File: config.mk
export PLATFORM = sky130hd
export DESIGN_NAME = cowb_regs
export DESIGN_NICKNAME = d
export VERILOG_FILES = /design/src/cowb_pkg.sv /design/src/cowb_scrub_ctl.sv /design/src/cowb_regs.sv
export VERILOG_INCLUDE_DIRS = /design/src
export SDC_FILE = /design/constraint.sdc
export NUM_CORES = 1
export LEC_CHECK = 0
export BUFFER_PORTS_ARGS = -buffer_cell sky130_fd_sc_hd__buf_2
export CAP_MARGIN = 5
export CORE_ASPECT_RATIO = 1.75
export CORE_MARGIN = 8
export CORE_UTILIZATION = 50
export DETAILED_ROUTE_END_ITERATION = 16
export PLACE_DENSITY = 0.83
export SYNTH_ARGS = -nofsm -noshare
export SYNTH_HDL_FRONTEND = slang
export SYNTH_HIERARCHICAL = 1
export SYNTH_SLANG_ARGS = --single-unit
File: constraint.sdc
create_clock -name aclk -period 1.6 [get_ports aclk]
set_input_delay 0.32 -clock aclk [delete_from_list [all_inputs] [get_ports aclk]]
set_output_delay 0.32 -clock aclk [all_outputs]
set_load 0.02 [all_outputs]
File: src/cowb_consts.svh
`ifndef COWB_CONSTS_SVH
`define COWB_CONSTS_SVH

// ----------------------------------------
// register byte addresses
// ----------------------------------------
`define COWB_ADDR_OPTIONS    8'h00
`define COWB_ADDR_WARM_BOOT  8'h04
`define COWB_ADDR_IRQ_STATUS 8'h08
`define COWB_ADDR_IRQ_MASK   8'h0C
`define COWB_ADDR_ACTIVITY   8'h10

// ----------------------------------------
// options register fields
// ----------------------------------------
`define COWB_OPT_RELEASE_BIT 17
`define COWB_OPT_ACT_HI      16
`define COWB_OPT_ACT_LO      15
`define COWB_OPT_INITPIN_BIT 9
`define COWB_OPT_SCRUBDIS_BIT 8
`define COWB_OPT_WAIT_HI     3
`define COWB_OPT_WAIT_LO     2
`define COWB_OPT_PAGE_HI     1
`define COWB_OPT_PAGE_LO     0
`define COWB_OPT_WMASK       32'h0003_830F
`define COWB_OPT_RESET       32'h0000_0000

// ----------------------------------------
// warm boot register fields
// ----------------------------------------
`define COWB_WB_SEL_HI       28
`define COWB_WB_SEL_LO       27
`define COWB_WB_DRIVE_BIT    26
`define COWB_WB_ADDR_HI      25
`define COWB_WB_WMASK        32'h1FFF_FFFF
`define COWB_WB_RESET        32'h0000_0000

// ----------------------------------------
// interrupt bits and misc
// ----------------------------------------
`define COWB_IRQ_WIDTH       4
`define COWB_IRQ_SCRUB_ERR   0
`define COWB_IRQ_HALT        1
`define COWB_IRQ_WARM_BOOT   2
`define COWB_IRQ_FALLBACK    3
`define COWB_PAGE_RESERVED   2'h3
`define COWB_RESP_OKAY       2'h0
`define COWB_RESP_SLVERR     2'h2

`endif

File: src/cowb_pkg.sv
package cowb_pkg;

    typedef enum logic [1:0]
    {
        COWB_ACT_CONTINUE     = 2'b00,
        COWB_ACT_HALT         = 2'b01,
        COWB_ACT_CORRECT_CONT = 2'b10,
        COWB_ACT_CORRECT_HALT = 2'b11
    } cowb_action_t;

    typedef struct packed
    {
        logic         keep_port_release_on_desynchronize_command_sel;
        cowb_action_t scrub_error_action;
        logic         scrub_error_on_init_pin;
        logic         scrub_disable;
        logic [1:0]   flash_first_read_wait;
        logic [1:0]   flash_page_length;
    } cowb_options_t;

    typedef struct packed
    {
        logic [1:0]  sel_value;
        logic        revision_select_drive_n;
        logic [25:0] start_addr;
    } cowb_warm_boot_t;

    typedef struct packed
    {
        logic [1:0]  sel_out;
        logic        sel_oe;
        logic [25:0] fetch_addr;
        logic        boot_go;
    } cowb_boot_pins_t;

endpackage

File: src/cowb_scrub_ctl.sv
`timescale 1ns/1ps
`include "cowb_consts.svh"

module cowb_scrub_ctl
    import cowb_pkg::*;
(
    input  wire logic         aclk,
    input  wire logic         aresetn,
    input  wire logic         scrub_disable,
    input  wire cowb_action_t scrub_error_action,
    input  wire logic         scrub_error_on_init_pin,
    input  wire logic         scrub_error,
    input  wire logic         resume,
    output logic              scrub_run,
    output logic              correct_req,
    output logic              halted,
    output logic              init_pin_o,
    output logic              init_pin_oe
);

    logic halted_q;
    logic halted_d;
    logic err_seen_q;
    logic correct_q;

    wire  err_now   = scrub_error & ~scrub_disable & ~halted_q;
    wire  act_halt  = (scrub_error_action == COWB_ACT_HALT) | (scrub_error_action == COWB_ACT_CORRECT_HALT);
    wire  act_fix   = (scrub_error_action == COWB_ACT_CORRECT_CONT) | (scrub_error_action == COWB_ACT_CORRECT_HALT);

    // a halting error wins over resume while running; while halted the error is masked and resume clears the halt
    assign halted_d = (err_now & act_halt) | (halted_q & ~resume);

    always_ff @(posedge aclk)
    begin
        if (!aresetn)
        begin
            halted_q   <= 1'b0;
            err_seen_q <= 1'b0;
            correct_q  <= 1'b0;
        end
        else
        begin
            halted_q   <= halted_d;
            correct_q  <= err_now & act_fix;
            err_seen_q <= err_now | (err_seen_q & ~resume);
        end
    end

    assign scrub_run   = ~scrub_disable & ~halted_q;
    assign correct_req = correct_q;
    assign halted      = halted_q;
    // open drain: only ever pulls low, never drives high
    assign init_pin_o  = 1'b0;
    assign init_pin_oe = scrub_error_on_init_pin & err_seen_q;

endmodule // cowb_scrub_ctl

File: src/cowb_regs.sv
// Decided for this implementation: the placing of the registers and register access over AXI4-Lite.
`timescale 1ns/1ps
`include "cowb_consts.svh"

// How it works
// - bit 17 of the options register set lets the desynchronize command end port retention, clear keeps it.
// - bits 16:15 pick the scrub error response: continue, halt, correct and continue, correct and halt.
// - bit 9 set makes the open-drain init pin pull low to flag a scrub error; clear leaves it alone.
// - scrubbing runs while bit 8 is zero and the scrubber is not halted, and stops when it is one.
// - bits 3:2 set the first flash read wait to one through four configuration clock cycles.
// - bits 1:0 set flash page length to one, four or eight units; code 3 is reserved and not used.
// - on warm boot the revision-select pins carry warm boot register bits 28:27.
// - bit 26 low leaves the revision-select pins undriven, high drives them.
// - a warm boot fetches the next image from the 26-bit address in bits 25:0.
// - a fallback boot drives the revision-select pins to zero regardless of the register.

module cowb_regs
    import cowb_pkg::*;
(
    input  wire logic        aclk,
    input  wire logic        aresetn,
    // axi4-lite slave
    input  wire logic [7:0]  s_axi_awaddr,
    input  wire logic        s_axi_awvalid,
    output logic             s_axi_awready,
    input  wire logic [31:0] s_axi_wdata,
    input  wire logic [3:0]  s_axi_wstrb,
    input  wire logic        s_axi_wvalid,
    output logic             s_axi_wready,
    output logic [1:0]       s_axi_bresp,
    output logic             s_axi_bvalid,
    input  wire logic        s_axi_bready,
    input  wire logic [7:0]  s_axi_araddr,
    input  wire logic        s_axi_arvalid,
    output logic             s_axi_arready,
    output logic [31:0]      s_axi_rdata,
    output logic [1:0]       s_axi_rresp,
    output logic             s_axi_rvalid,
    input  wire logic        s_axi_rready,
    // configuration engine side
    input  wire logic        desynchronize_command,
    input  wire logic        scrub_error,
    input  wire logic        scrub_resume,
    input  wire logic        warm_boot_req,
    input  wire logic        fallback_req,
    input  wire logic        flash_read_start,
    output logic             config_port_retention,
    output logic             scrub_run,
    output logic             scrub_correct_req,
    output logic             scrub_halted,
    output logic             init_pin_o,
    output logic             init_pin_oe,
    output logic             flash_first_read_done,
    output logic [3:0]       flash_page_units,
    output logic [1:0]       revision_select_pins_o,
    output logic             revision_select_pins_oe,
    output logic [25:0]      boot_fetch_addr,
    output logic             boot_fetch_go,
    output logic             irq
);

    // ----------------------------------------
    // registers
    // ----------------------------------------
    logic [31:0]                opt_q;
    logic [31:0]                wb_q;
    logic [`COWB_IRQ_WIDTH-1:0] sts_q;
    logic [`COWB_IRQ_WIDTH-1:0] mask_q;
    logic                       retain_q;
    cowb_boot_pins_t            pins_q;
    logic [2:0]                 wait_cnt_q;
    logic                       wait_busy_q;
    logic                       wait_done_q;
    logic                       irq_q;
    logic                       halted_prev_q;

    cowb_options_t   opt;
    cowb_warm_boot_t wb;

    assign opt = {opt_q[`COWB_OPT_RELEASE_BIT], opt_q[`COWB_OPT_ACT_HI:`COWB_OPT_ACT_LO],
                  opt_q[`COWB_OPT_INITPIN_BIT], opt_q[`COWB_OPT_SCRUBDIS_BIT],
                  opt_q[`COWB_OPT_WAIT_HI:`COWB_OPT_WAIT_LO], opt_q[`COWB_OPT_PAGE_HI:`COWB_OPT_PAGE_LO]};
    assign wb  = wb_q[`COWB_WB_SEL_HI:0];

    function automatic logic [31:0] merge(input logic [31:0] old, input logic [31:0] nw,
                                          input logic [3:0] strb, input logic [31:0] wmask);
        logic [31:0] be;
        be = {{8{strb[3]}}, {8{strb[2]}}, {8{strb[1]}}, {8{strb[0]}}} & wmask;
        merge = (old & ~be) | (nw & be);
    endfunction

    // ----------------------------------------
    // write channel
    // ----------------------------------------
    logic       aw_held_q;
    logic [7:0] aw_addr_q;
    logic       w_held_q;
    logic [31:0] w_data_q;
    logic [3:0] w_strb_q;

    wire aw_take = s_axi_awvalid & s_axi_awready;
    wire w_take  = s_axi_wvalid & s_axi_wready;
    wire wr_go   = aw_held_q & w_held_q & ~s_axi_bvalid;
    wire hit_opt = wr_go & (aw_addr_q == `COWB_ADDR_OPTIONS);
    wire hit_wb  = wr_go & (aw_addr_q == `COWB_ADDR_WARM_BOOT);
    wire hit_msk = wr_go & (aw_addr_q == `COWB_ADDR_IRQ_MASK);
    wire wr_ok   = hit_opt | hit_wb | hit_msk | (aw_addr_q == `COWB_ADDR_IRQ_STATUS) |
                   (aw_addr_q == `COWB_ADDR_ACTIVITY);

    // reserved page code keeps the previous length
    wire [31:0] opt_new  = merge(opt_q, w_data_q, w_strb_q, `COWB_OPT_WMASK);
    wire        page_bad = opt_new[`COWB_OPT_PAGE_HI:`COWB_OPT_PAGE_LO] == `COWB_PAGE_RESERVED;
    wire [31:0] opt_d    = page_bad ? {opt_new[31:`COWB_OPT_PAGE_HI+1], opt_q[`COWB_OPT_PAGE_HI:0]}
                                    : opt_new;

    always_ff @(posedge aclk)
    begin
        if (!aresetn)
        begin
            aw_held_q    <= 1'b0;
            w_held_q     <= 1'b0;
            aw_addr_q    <= 8'h00;
            w_data_q     <= 32'h0000_0000;
            w_strb_q     <= 4'h0;
            s_axi_bvalid <= 1'b0;
            s_axi_bresp  <= `COWB_RESP_OKAY;
        end
        else
        begin
            if (aw_take)
            begin
                aw_held_q <= 1'b1;
                aw_addr_q <= {s_axi_awaddr[7:2], 2'b00};
            end
            if (w_take)
            begin
                w_held_q <= 1'b1;
                w_data_q <= s_axi_wdata;
                w_strb_q <= s_axi_wstrb;
            end
            if (wr_go)
            begin
                aw_held_q    <= 1'b0;
                w_held_q     <= 1'b0;
                s_axi_bvalid <= 1'b1;
                s_axi_bresp  <= wr_ok ? `COWB_RESP_OKAY : `COWB_RESP_SLVERR;
            end
            else if (s_axi_bready)
                s_axi_bvalid <= 1'b0;
        end
    end

    assign s_axi_awready = ~aw_held_q;
    assign s_axi_wready  = ~w_held_q;

    // ----------------------------------------
    // read channel
    // ----------------------------------------
    wire ar_take = s_axi_arvalid & s_axi_arready;
    wire [7:0] ar_a = {s_axi_araddr[7:2], 2'b00};
    wire rd_sts  = ar_take & (ar_a == `COWB_ADDR_IRQ_STATUS);
    wire [31:0] activity = {27'h0, retain_q, scrub_halted, scrub_run, pins_q.sel_oe, wait_busy_q};
    wire [31:0] rd_mux =
        (ar_a == `COWB_ADDR_OPTIONS)    ? opt_q :
        (ar_a == `COWB_ADDR_WARM_BOOT)  ? wb_q :
        (ar_a == `COWB_ADDR_IRQ_STATUS) ? {28'h0, sts_q} :
        (ar_a == `COWB_ADDR_IRQ_MASK)   ? {28'h0, mask_q} :
        (ar_a == `COWB_ADDR_ACTIVITY)   ? activity : 32'h0000_0000;
    wire rd_ok = (ar_a == `COWB_ADDR_OPTIONS) | (ar_a == `COWB_ADDR_WARM_BOOT) |
                 (ar_a == `COWB_ADDR_IRQ_STATUS) | (ar_a == `COWB_ADDR_IRQ_MASK) |
                 (ar_a == `COWB_ADDR_ACTIVITY);

    always_ff @(posedge aclk)
    begin
        if (!aresetn)
        begin
            s_axi_rvalid <= 1'b0;
            s_axi_rdata  <= 32'h0000_0000;
            s_axi_rresp  <= `COWB_RESP_OKAY;
        end
        else if (ar_take)
        begin
            s_axi_rvalid <= 1'b1;
            s_axi_rdata  <= rd_mux;
            s_axi_rresp  <= rd_ok ? `COWB_RESP_OKAY : `COWB_RESP_SLVERR;
        end
        else if (s_axi_rready)
            s_axi_rvalid <= 1'b0;
    end

    assign s_axi_arready = ~s_axi_rvalid;

    // ----------------------------------------
    // option registers
    // ----------------------------------------
    always_ff @(posedge aclk)
    begin
        if (!aresetn)
        begin
            opt_q  <= `COWB_OPT_RESET;
            wb_q   <= `COWB_WB_RESET;
            mask_q <= '0;
        end
        else
        begin
            if (hit_opt)
                opt_q <= opt_d;
            if (hit_wb)
                wb_q <= merge(wb_q, w_data_q, w_strb_q, `COWB_WB_WMASK);
            if (hit_msk)
                mask_q <= w_data_q[`COWB_IRQ_WIDTH-1:0] & {`COWB_IRQ_WIDTH{w_strb_q[0]}};
        end
    end

    // ----------------------------------------
    // port retention
    // ----------------------------------------
    // retention is set only by reset; the desynchronize command clears it when option bit 17 is set
    always_ff @(posedge aclk)
    begin
        if (!aresetn)
            retain_q <= 1'b1;
        else if (desynchronize_command & opt.keep_port_release_on_desynchronize_command_sel)
            retain_q <= 1'b0;
    end

    // ----------------------------------------
    // scrubber
    // ----------------------------------------
    logic scrub_run_w;
    logic correct_w;
    logic halted_w;
    logic init_o_w;
    logic init_oe_w;

    cowb_scrub_ctl u_scrub
    (
        .aclk                    (aclk),
        .aresetn                 (aresetn),
        .scrub_disable           (opt.scrub_disable),
        .scrub_error_action      (opt.scrub_error_action),
        .scrub_error_on_init_pin (opt.scrub_error_on_init_pin),
        .scrub_error             (scrub_error),
        .resume                  (scrub_resume),
        .scrub_run               (scrub_run_w),
        .correct_req             (correct_w),
        .halted                  (halted_w),
        .init_pin_o              (init_o_w),
        .init_pin_oe             (init_oe_w)
    );

    // ----------------------------------------
    // flash first read wait and page length
    // ----------------------------------------
    wire [2:0] wait_len = {1'b0, opt.flash_first_read_wait} + 3'd1;

    always_ff @(posedge aclk)
    begin
        if (!aresetn)
        begin
            wait_cnt_q  <= 3'd0;
            wait_busy_q <= 1'b0;
            wait_done_q <= 1'b0;
        end
        else
        begin
            wait_done_q <= 1'b0;
            if (flash_read_start & ~wait_busy_q)
            begin
                wait_busy_q <= 1'b1;
                wait_cnt_q  <= wait_len - 3'd1;
                wait_done_q <= (wait_len == 3'd1);
                if (wait_len == 3'd1)
                    wait_busy_q <= 1'b0;
            end
            else if (wait_busy_q)
            begin
                wait_cnt_q <= wait_cnt_q - 3'd1;
                if (wait_cnt_q == 3'd1)
                begin
                    wait_busy_q <= 1'b0;
                    wait_done_q <= 1'b1;
                end
            end
        end
    end

    // ----------------------------------------
    // warm boot pins and fetch
    // ----------------------------------------
    wire halt_rise = halted_w & ~halted_prev_q;

    always_ff @(posedge aclk)
    begin
        if (!aresetn)
        begin
            pins_q        <= '0;
            sts_q         <= '0;
            irq_q         <= 1'b0;
            halted_prev_q <= 1'b0;
        end
        else
        begin
            halted_prev_q  <= halted_w;
            pins_q.boot_go <= warm_boot_req | fallback_req;
            if (fallback_req)
            begin
                pins_q.sel_out    <= 2'b00;
                pins_q.sel_oe     <= 1'b1;
                pins_q.fetch_addr <= 26'h000_0000;
            end
            else if (warm_boot_req)
            begin
                pins_q.sel_out    <= wb.sel_value;
                pins_q.sel_oe     <= wb.revision_select_drive_n;
                pins_q.fetch_addr <= wb.start_addr;
            end
            // set wins over the clear-on-read
            sts_q <= (sts_q & ~{`COWB_IRQ_WIDTH{rd_sts}}) |
                     {fallback_req, warm_boot_req & ~fallback_req, halt_rise,
                      scrub_error & scrub_run_w};
            irq_q <= |(sts_q & mask_q);
        end
    end

    // ----------------------------------------
    // outputs
    // ----------------------------------------
    always_ff @(posedge aclk)
    begin
        if (!aresetn)
        begin
            config_port_retention   <= 1'b1;
            scrub_run               <= 1'b0;
            scrub_correct_req       <= 1'b0;
            scrub_halted            <= 1'b0;
            init_pin_o              <= 1'b0;
            init_pin_oe             <= 1'b0;
            flash_page_units        <= 4'd1;
            revision_select_pins_o  <= 2'b00;
            revision_select_pins_oe <= 1'b0;
            boot_fetch_addr         <= 26'h000_0000;
            boot_fetch_go           <= 1'b0;
        end
        else
        begin
            config_port_retention   <= retain_q;
            scrub_run               <= scrub_run_w;
            scrub_correct_req       <= correct_w;
            scrub_halted            <= halted_w;
            init_pin_o              <= init_o_w;
            init_pin_oe             <= init_oe_w;
            flash_page_units        <= (opt.flash_page_length == 2'b01) ? 4'd4 :
                                       (opt.flash_page_length == 2'b10) ? 4'd8 : 4'd1;
            revision_select_pins_o  <= pins_q.sel_out;
            revision_select_pins_oe <= pins_q.sel_oe;
            boot_fetch_addr         <= pins_q.fetch_addr;
            boot_fetch_go           <= pins_q.boot_go;
        end
    end

    assign flash_first_read_done = wait_done_q;
    assign irq                   = irq_q;

endmodule // cowb_regs

==> results of run 1 <==
==> cell usage in the layout (no fill, tap or decap), drive strengths merged, types with 3 or more instances in the layout <==
cell type    n
a21oi       70
a221oi       7
a22o         3
a22oi        7
and2        40
and3         6
buf        168
clkbuf      17
clkinv       5
conb         7
dfxtp      199
ha           5
inv         21
mux2i       68
nand2      117
nand2b      11
nand3       26
nand3b       5
nand4        8
nor2        80
nor2b        8
nor3         3
nor3b        3
nor4         4
o21a         3
o21ai       24
o221ai       3
o22ai        3
==> power groups by stage <==
stage	logic [uW]	clock network [uW]	registers, uW
after floorplan	435	0	5270
after global placement	751	0	5250
after detailed placement	761	0	5250
after CTS	773	4340	5140
after global routing	850	4540	5160
final	783	4270	5140
==> final timing paths <==
path	endpoint	slack, ps
max	flip-flop	50
min	w_strb_q[0]	120
max reg2reg	flip-flop	50
min reg2reg	boot_fetch_go	440
==> logic make-up (layout without fill, tap and decap cells) <==
kind of cell | after synthesis | in the layout | synth area share
xor gates and xnor gates | 1 | 1 | 0.00116
buffers and inverters | 69 | 211 | 0.0451
and+or+nand+nor | 315 | 315 | 0.219
DFF | 199 | 199 | 0.529
AOI/OAI and AO/OA | 125 | 125 | 0.106
other | 2 | 7 | 0.000998
adders and majority gates | 5 | 5 | 0.00831
muxes | 68 | 68 | 0.0905
==> through the flow <==
stage / setup slack [ps] / cells
after floorplan: 64.5 / 789
after global placement: 64.4 / 1081
after detailed placement: 18.9 / 1081
after CTS: 34.3 / 1114
after global routing: -21.7 / 1114
final: 51.8 / 1114
==> layer usage <==
metal | wire, um | global-route usage
met2 | 10100 | 0.354
met5 | 29 | 0
met4 | 838 | 0.116
met3 | 947 | 0.0456
met1 | 6790 | 0.191
==> repair_timing <==
item                       4_1_cts  5_1_grt
setup buffers                    1        0
pin swaps                        1        3
resized for setup                1       19
setup endpoints to repair        2       28
==> final cells by class <==
class | instances | area, um^2 | share of cell area
timing repair buffer | 168 | 1050 | 0.114
clock inverter | 15 | 176 | 0.0192
multi-input combinational | 521 | 3290 | 0.358
inverter | 11 | 43.8 | 0.00476
clock buffer | 17 | 425 | 0.0463
sequential | 199 | 3990 | 0.433
tap | 183 | 229 | 0.0249
==> worst reg2reg max path, stage by stage, from the launching register on <==
cell and delay (ps):
sky130_fd_sc_hd__dfxtp_1 320, sky130_fd_sc_hd__or3_4 440, sky130_fd_sc_hd__nor3_4 200, sky130_fd_sc_hd__and3_1 280, sky130_fd_sc_hd__mux2i_1 240
==> run summary, run 1 <==
Walking the worst path, the cells encountered are or3_4 -> nor3_4 -> and3_1 -> mux2i_1. The count of vias placed by the detailed router was 5863; the maximum fanout encountered on the critical timing path was 4. For the aggregate global-route resource usage, the log shows 0.194.

The tools report the number of filler cells placed in the layout as 1225. At the end of routability-driven placement, the weighted congestion stood at 0.846. The fraction of layout instances using a drive strength above 1 was 0.278. The x dimension of the die came out at 109 um.

Maximum vdd ir drop: 0.750 mV. The run gives 988 as the number of nets at the end of the flow. The core footprint was 14800 um^2.

Post-DP HPWL: 13.4 mm. After detailed routing, the number of vias per cell comes to 5.26. The gate count after technology mapping was 784; the number of routed nets with antenna violations was 0. The maximum single-stage delay on the critical path was 440 ps. In the synthesized netlist the dominant register cell turns out to be sky130_fd_sc_hd__dfxtp_1. TritonCTS built the clock tree. During placement, the flow inserted port buffers numbering 134. For this run, design rule violations remaining after detail routing come to 0. The run gives 2710 uW as the net switching power figure. The tools report the core utilization of the finished layout as 0.623. The maximum buffer depth of the clock tree came out at 2.

The logs give 4 for the detailed-routing iteration count for the pre-antenna-repair pass and 73 for the pin count of the biggest net entering global routing. The share of power burned in registers was 0.504; the maximum level of the CTS H-tree was 4. The startpoint identified for the worst register-to-register timing path is aw_addr_q[7]. The number of I/O pins came out at 148.

The die extent in y came out at 178 um. The number of setup violations in the final report is 0. The post-synthesis async set-or-reset flop share is 0, and the routed wire length is 18.7 mm. Sorting the synthesized cells by area gives the leading types as sky130_fd_sc_hd__dfxtp_1 53%, sky130_fd_sc_hd__mux2i_1 9.0%, sky130_fd_sc_hd__nand2_1 5.8%. The clock net in this run drives a total of 199 sinks. The kind of cell with the highest combined delay along the critical path is simple AND/OR/NAND/NOR gates.

The clock input transition at the sequential cells of the worst setup and hold paths works out to 80 ps. After synthesis the cells add up to 7520 um^2. Static timing analysis puts the maximum clock frequency at 646 MHz. After global routing the overflow that remains totals 0. For the part of the power in combinational logic, the log shows 0.077. Type of the tightest min-delay check: in2reg.

For the first-pass GRT wire length, the log shows 29.1 mm. Number of antenna repair diodes: 0. Counting instances, the worst hold path has a depth of 3. After detailed routing, the average wire length per cell comes to 16.8 um. The synthesized design contains 0 enable-type register cells. For the data arrival time of the worst path, the log shows 1890 ps. The detailed router finished its first iteration with 273 violations.

The count of cell instances traversed by the critical path was 4; the worst slack on hold paths was 124 ps. For this design, the CTS-stage hold fixing added 0 buffers. The final period utilization came out at 0.968.

The clock period could shrink to 1550 ps. The proportion of power drawn by the clock network was 0.419; the max-capacitance violation count was 0. The initial antenna violation count was 3; the worst-case clock skew was 10.1 ps. The largest total area in the synthesized netlist belongs to sky130_fd_sc_hd__dfxtp_1.

Setup repair after global routing could not meet its margin everywhere. In this run the static leakage power is 0.00398 uW. The share of total power consumed by net switching came out at 0.266. For this design the ratio of total power to cell area is 1110 nW/um^2. The post-placement cell area is 8500 um^2.

The most common cell in the synthesized netlist is sky130_fd_sc_hd__dfxtp_1. The slowest cell on the critical path is sky130_fd_sc_hd__or3_4. After floorplanning, the core was divided into 59 placement rows. The run finished with clean final reports.

Measured in cells, the most critical reg-to-reg path has a length of 4. Internal power comes to 7490 uW. The tools report the final design instance area without fill as 9200 um^2. Number of hold violations in the final report: 0.

The type of origin of the critical path was a flip-flop. Power comes to 10200 uW. The area added between synthesis and finish was 22.2%; the count of final max-slew check failures was 0. Yosys printed 6 warnings. The synthesis-stage register bit count works out to 199. The type of the worst setup path was reg2reg. The number of clock buffers inserted by TritonCTS is 17.

Clock tree synthesis selected as its root buffer the cell sky130_fd_sc_hd__clkbuf_16. Area of the die: 19400 um^2. The area share of the largest cell type after synthesis is 0.529. Average instance area after synthesis: 9.60 um^2. The required time reported for the critical path endpoint was 1940 ps. Setup total negative slack on the finished layout was measured at 0 ps. The critical path starts at aw_addr_q[7].

The post-synthesis cell type count was 46. At the later pin of the worst-skew pair, clock insertion delay measures 430 ps. The sequential element share of the synthesized area was 0.529; the combined buffer and inverter count along the critical path was 0. The initial cell density of the core was 0.510.

The tools report the hold path startpoint as s_axi_wstrb[0]. The tools report the critical path endpoint category as a flip-flop. The tools report the number of global-route vias before repair as 5867. Counting instances in the post-synthesis netlist gives the leading cell types as 199 x sky130_fd_sc_hd__dfxtp_1, 117 x sky130_fd_sc_hd__nand2_1, 80 x sky130_fd_sc_hd__nor2_1.
(Power assumes the default switching activity.)
==> run 2, diff against run 1 <==
--- a/config.mk
+++ b/config.mk
@@ -10,9 +10,9 @@
 export CAP_MARGIN = 5
 export CORE_ASPECT_RATIO = 1.75
 export CORE_MARGIN = 8
-export CORE_UTILIZATION = 50
+export CORE_UTILIZATION = 45
 export DETAILED_ROUTE_END_ITERATION = 16
-export PLACE_DENSITY = 0.83
+export PLACE_DENSITY = 0.77
 export SYNTH_ARGS = -nofsm -noshare
 export SYNTH_HDL_FRONTEND = slang
 export SYNTH_HIERARCHICAL = 1
==> run 2 against run 1 <==
Global-route usage shrank 1.1 points; total power is 0.56% lower; routed wire length up 3.2%; flip-flop and latch count unchanged; first-iteration DRC count is 5.9% higher; sequential share of layout area decreased by 0.19 points; largest power group unchanged.
==> run summary, run 2 (synthesis gave the netlist of run 1 again) <==
The run finished with clean final reports. The total power consumption of the routed design was 10100 uW (was 10200 uW); the core footprint was 16400 um^2 (was 14800 um^2). The aggregate global-route resource usage was 0.182 (was 0.194); the total grt overflow was 0 (unchanged). TritonCTS built the clock tree. For the pin with the worst max-slew slack, the measured transition is 509 ps. The area added between synthesis and finish was 22.7% (was 22.2%). Part of the power in combinational logic: 0.080 (was 0.077). The logs give 289 (was 273) for the violation count after the first detailed-route iteration and 3 (unchanged) for the initial antenna violation count. Power per cell area: 1100 nW/um^2 (was 1110 nW/um^2).

The first-pass GRT wire length is 30.3 mm (was 29.1 mm). The number of I/O port buffers is 134 (unchanged), and the max-capacitance violation count is 0 (unchanged). The fraction of layout instances using a drive strength above 1 works out to 0.278 (about the same). The net switching power figure came out at 2600 uW (was 2710 uW).

The number of I/O pins is 148 (unchanged). The data arrival time of the worst path came out at 1890 ps (about the same). Setup repair after global routing could not meet its margin everywhere.

The maximum fanout encountered on the critical timing path was 10 (was 4); the pin count of the biggest net entering global routing was 58 (was 73). The time the worst path needs with I/O delays and setup was 1540 ps (was 1550 ps); the internal power consumption was 7540 uW (was 7490 uW). The initial cell density of the core was 0.460 (was 0.510).

For the worst setup slack after layout, the log shows 58.8 ps (was 51.8 ps). The logs give 0 (unchanged) for the remaining routing DRC violations and 0 (unchanged) for the number of setup violations in the final report. Worst-case clock skew: 17.9 ps (was 10.1 ps). The count of final max-slew check failures came out at 0 (unchanged). The worst slew slack as a fraction of its limit was 0.661; the number of routed nets with antenna violations was 0 (unchanged). The proportion of power drawn by the clock network came out at 0.414 (was 0.419). Type of origin of the critical path: a flip-flop (unchanged). Routed via count divided by cell count: 5.03 (was 5.26). The area of the die was 21300 um^2 (was 19400 um^2); the die extent in y was 187 um (was 178 um).

The maximum buffer depth of the clock tree is 2 (unchanged), and the share of power burned in registers is 0.506 (was 0.504). The type of the worst setup path was reg2reg (unchanged). The routed wire length is 19.3 mm (was 18.7 mm), and the standby leakage power is 0.00401 uW (was 0.00398 uW).

Leading cell types in the layout, fill and taps excluded: 198 x sky130_fd_sc_hd__dfxtp_1, 134 x sky130_fd_sc_hd__buf_2, 117 x sky130_fd_sc_hd__nand2_1 (was 197 x sky130_fd_sc_hd__dfxtp_1, 134 x sky130_fd_sc_hd__buf_2, 117 x sky130_fd_sc_hd__nand2_1). The tools report the total placed cells including tap cells as 1127 (was 1081). The detailed-routing iteration count for the pre-antenna-repair pass is 4 (unchanged). The final period utilization was 0.963 (was 0.968); the row count was 62 (was 59).

The type of the tightest min-delay check was in2reg (unchanged). The share of total power consumed by net switching is 0.257 (was 0.266). The clock input transition at the sequential cells of the worst setup and hold paths was 80 ps (about the same); the number of clock buffers inserted by TritonCTS was 17 (unchanged).

Clock root buffer master: sky130_fd_sc_hd__clkbuf_16 (unchanged). The count of vias placed by the detailed router is 5832 (was 5863). The critical path endpoint category is a flip-flop (unchanged). The x dimension of the die works out to 114 um (was 109 um). The run gives 1950 ps (was 1940 ps) as the required time reported for the critical path endpoint. The run gives 0 (unchanged) as the number of antenna repair diodes.

The final standard cell count with taps included and fillers excluded is 1160 (was 1114), and the maximum achievable frequency is 649 MHz (was 646 MHz). The clock insertion delay at the later pin of the skew report is 440 ps (was 430 ps). Number of filler cells placed in the layout: 1466 (was 1225).

The core utilization of the finished layout is 0.564 (was 0.623). Detailed-route wire length per cell: 16.6 um (was 16.8 um). The logs give 993 (was 988) for the number of nets at the end of the flow and 5776 (was 5867) for the number of global-route vias before repair. The maximum vdd ir drop is 0.653 mV (was 0.750 mV). The final weighted congestion in routability-driven placement was 0.845 (was 0.846); the number of clock sinks was 199 (unchanged). Most common cell after layout, fill and taps aside: sky130_fd_sc_hd__dfxtp_1 (unchanged). The logs give 33.6 ps (was 18.9 ps) for the post-placement worst setup slack and 0 (unchanged) for the number of hold violations in the final report. The post-DP HPWL was 13.7 mm (was 13.4 mm). The maximum level of the CTS H-tree came out at 4 (unchanged).
==> run 2: metal layers <==
| layer | global-route usage | vias to the layer above | wire, um |
|---|---|---|---|
| li1 | - | 2899 | - |
| met1 | 0.185 | 2735 | 7400 |
| met2 | 0.330 | 156 | 10200 |
| met3 | 0.0508 | 36 | 1020 |
| met4 | 0.0892 | 6 | 608 |
| met5 | 0 | - | 40 |
==> run 2: timing repair <==
action / CTS / global route
hold buffers: 0 / 0
endpoints found under the hold margin: 0 / 0
gates resized for setup: 0 / 9
setup endpoints to repair: 0 / 31
setup buffers: 0 / 1
==> run 2: per-stage QoR <==
| stage | area (um^2) | hold slack (ps) | TNS [ps] |
|---|---|---|---|
| floorplan | 7540 | 412 | 0 |
| detailed placement | 8630 | 420 | 0 |
| finish | 9240 | 114 | 0 |
| global placement | 8630 | 422 | 0 |
| global route | 9240 | 104 | -153 |
| CTS | 9210 | 99.5 | 0 |
==> run 2: final timing paths <==
| kind | startpoint | endpoint | slack (ps) | cells past startpoint |
|---|---|---|---|---|
| setup / recovery | aw_addr_q[7] | flip-flop | 60 | 6 |
| hold / removal | s_axi_awaddr[4] | aw_addr_q[4] | 110 | 3 |
| hold reg to reg | u_scrub/correct_req | scrub_correct_req | 440 | 1 |
| setup reg to reg | aw_addr_q[7] | flip-flop | 60 | 6 |
==> run 2: critical path, stage by stage, from the launching register on <==
cell and delay (ps):
sky130_fd_sc_hd__dfxtp_2 320, sky130_fd_sc_hd__or3_4 410, sky130_fd_sc_hd__buf_4 160, sky130_fd_sc_hd__nor4_4 220, sky130_fd_sc_hd__buf_6 170, sky130_fd_sc_hd__nand3_1 70
sky130_fd_sc_hd__o21ai_1 100
==> run 2: power groups by stage <==
stage / logic [uW] / clock network [uW] / registers (uW)
after floorplan: 435 / 0 / 5270
after global placement: 791 / 0 / 5240
after detailed placement: 802 / 0 / 5250
after CTS: 805 / 4280 / 5130
after global routing: 875 / 4470 / 5150
final: 806 / 4200 / 5130
==> run 2: cell type report <==
cell class              count  area [um^2]  share of cell area
inverters                  11         43.8             0.00474
clock inverters            13          131              0.0142
repair buffers            173         1100               0.119
flip-flops and latches    199         3990               0.432
multi-input cells         521         3240               0.351
clock buffers              19          453              0.0490
well taps                 224          280              0.0303
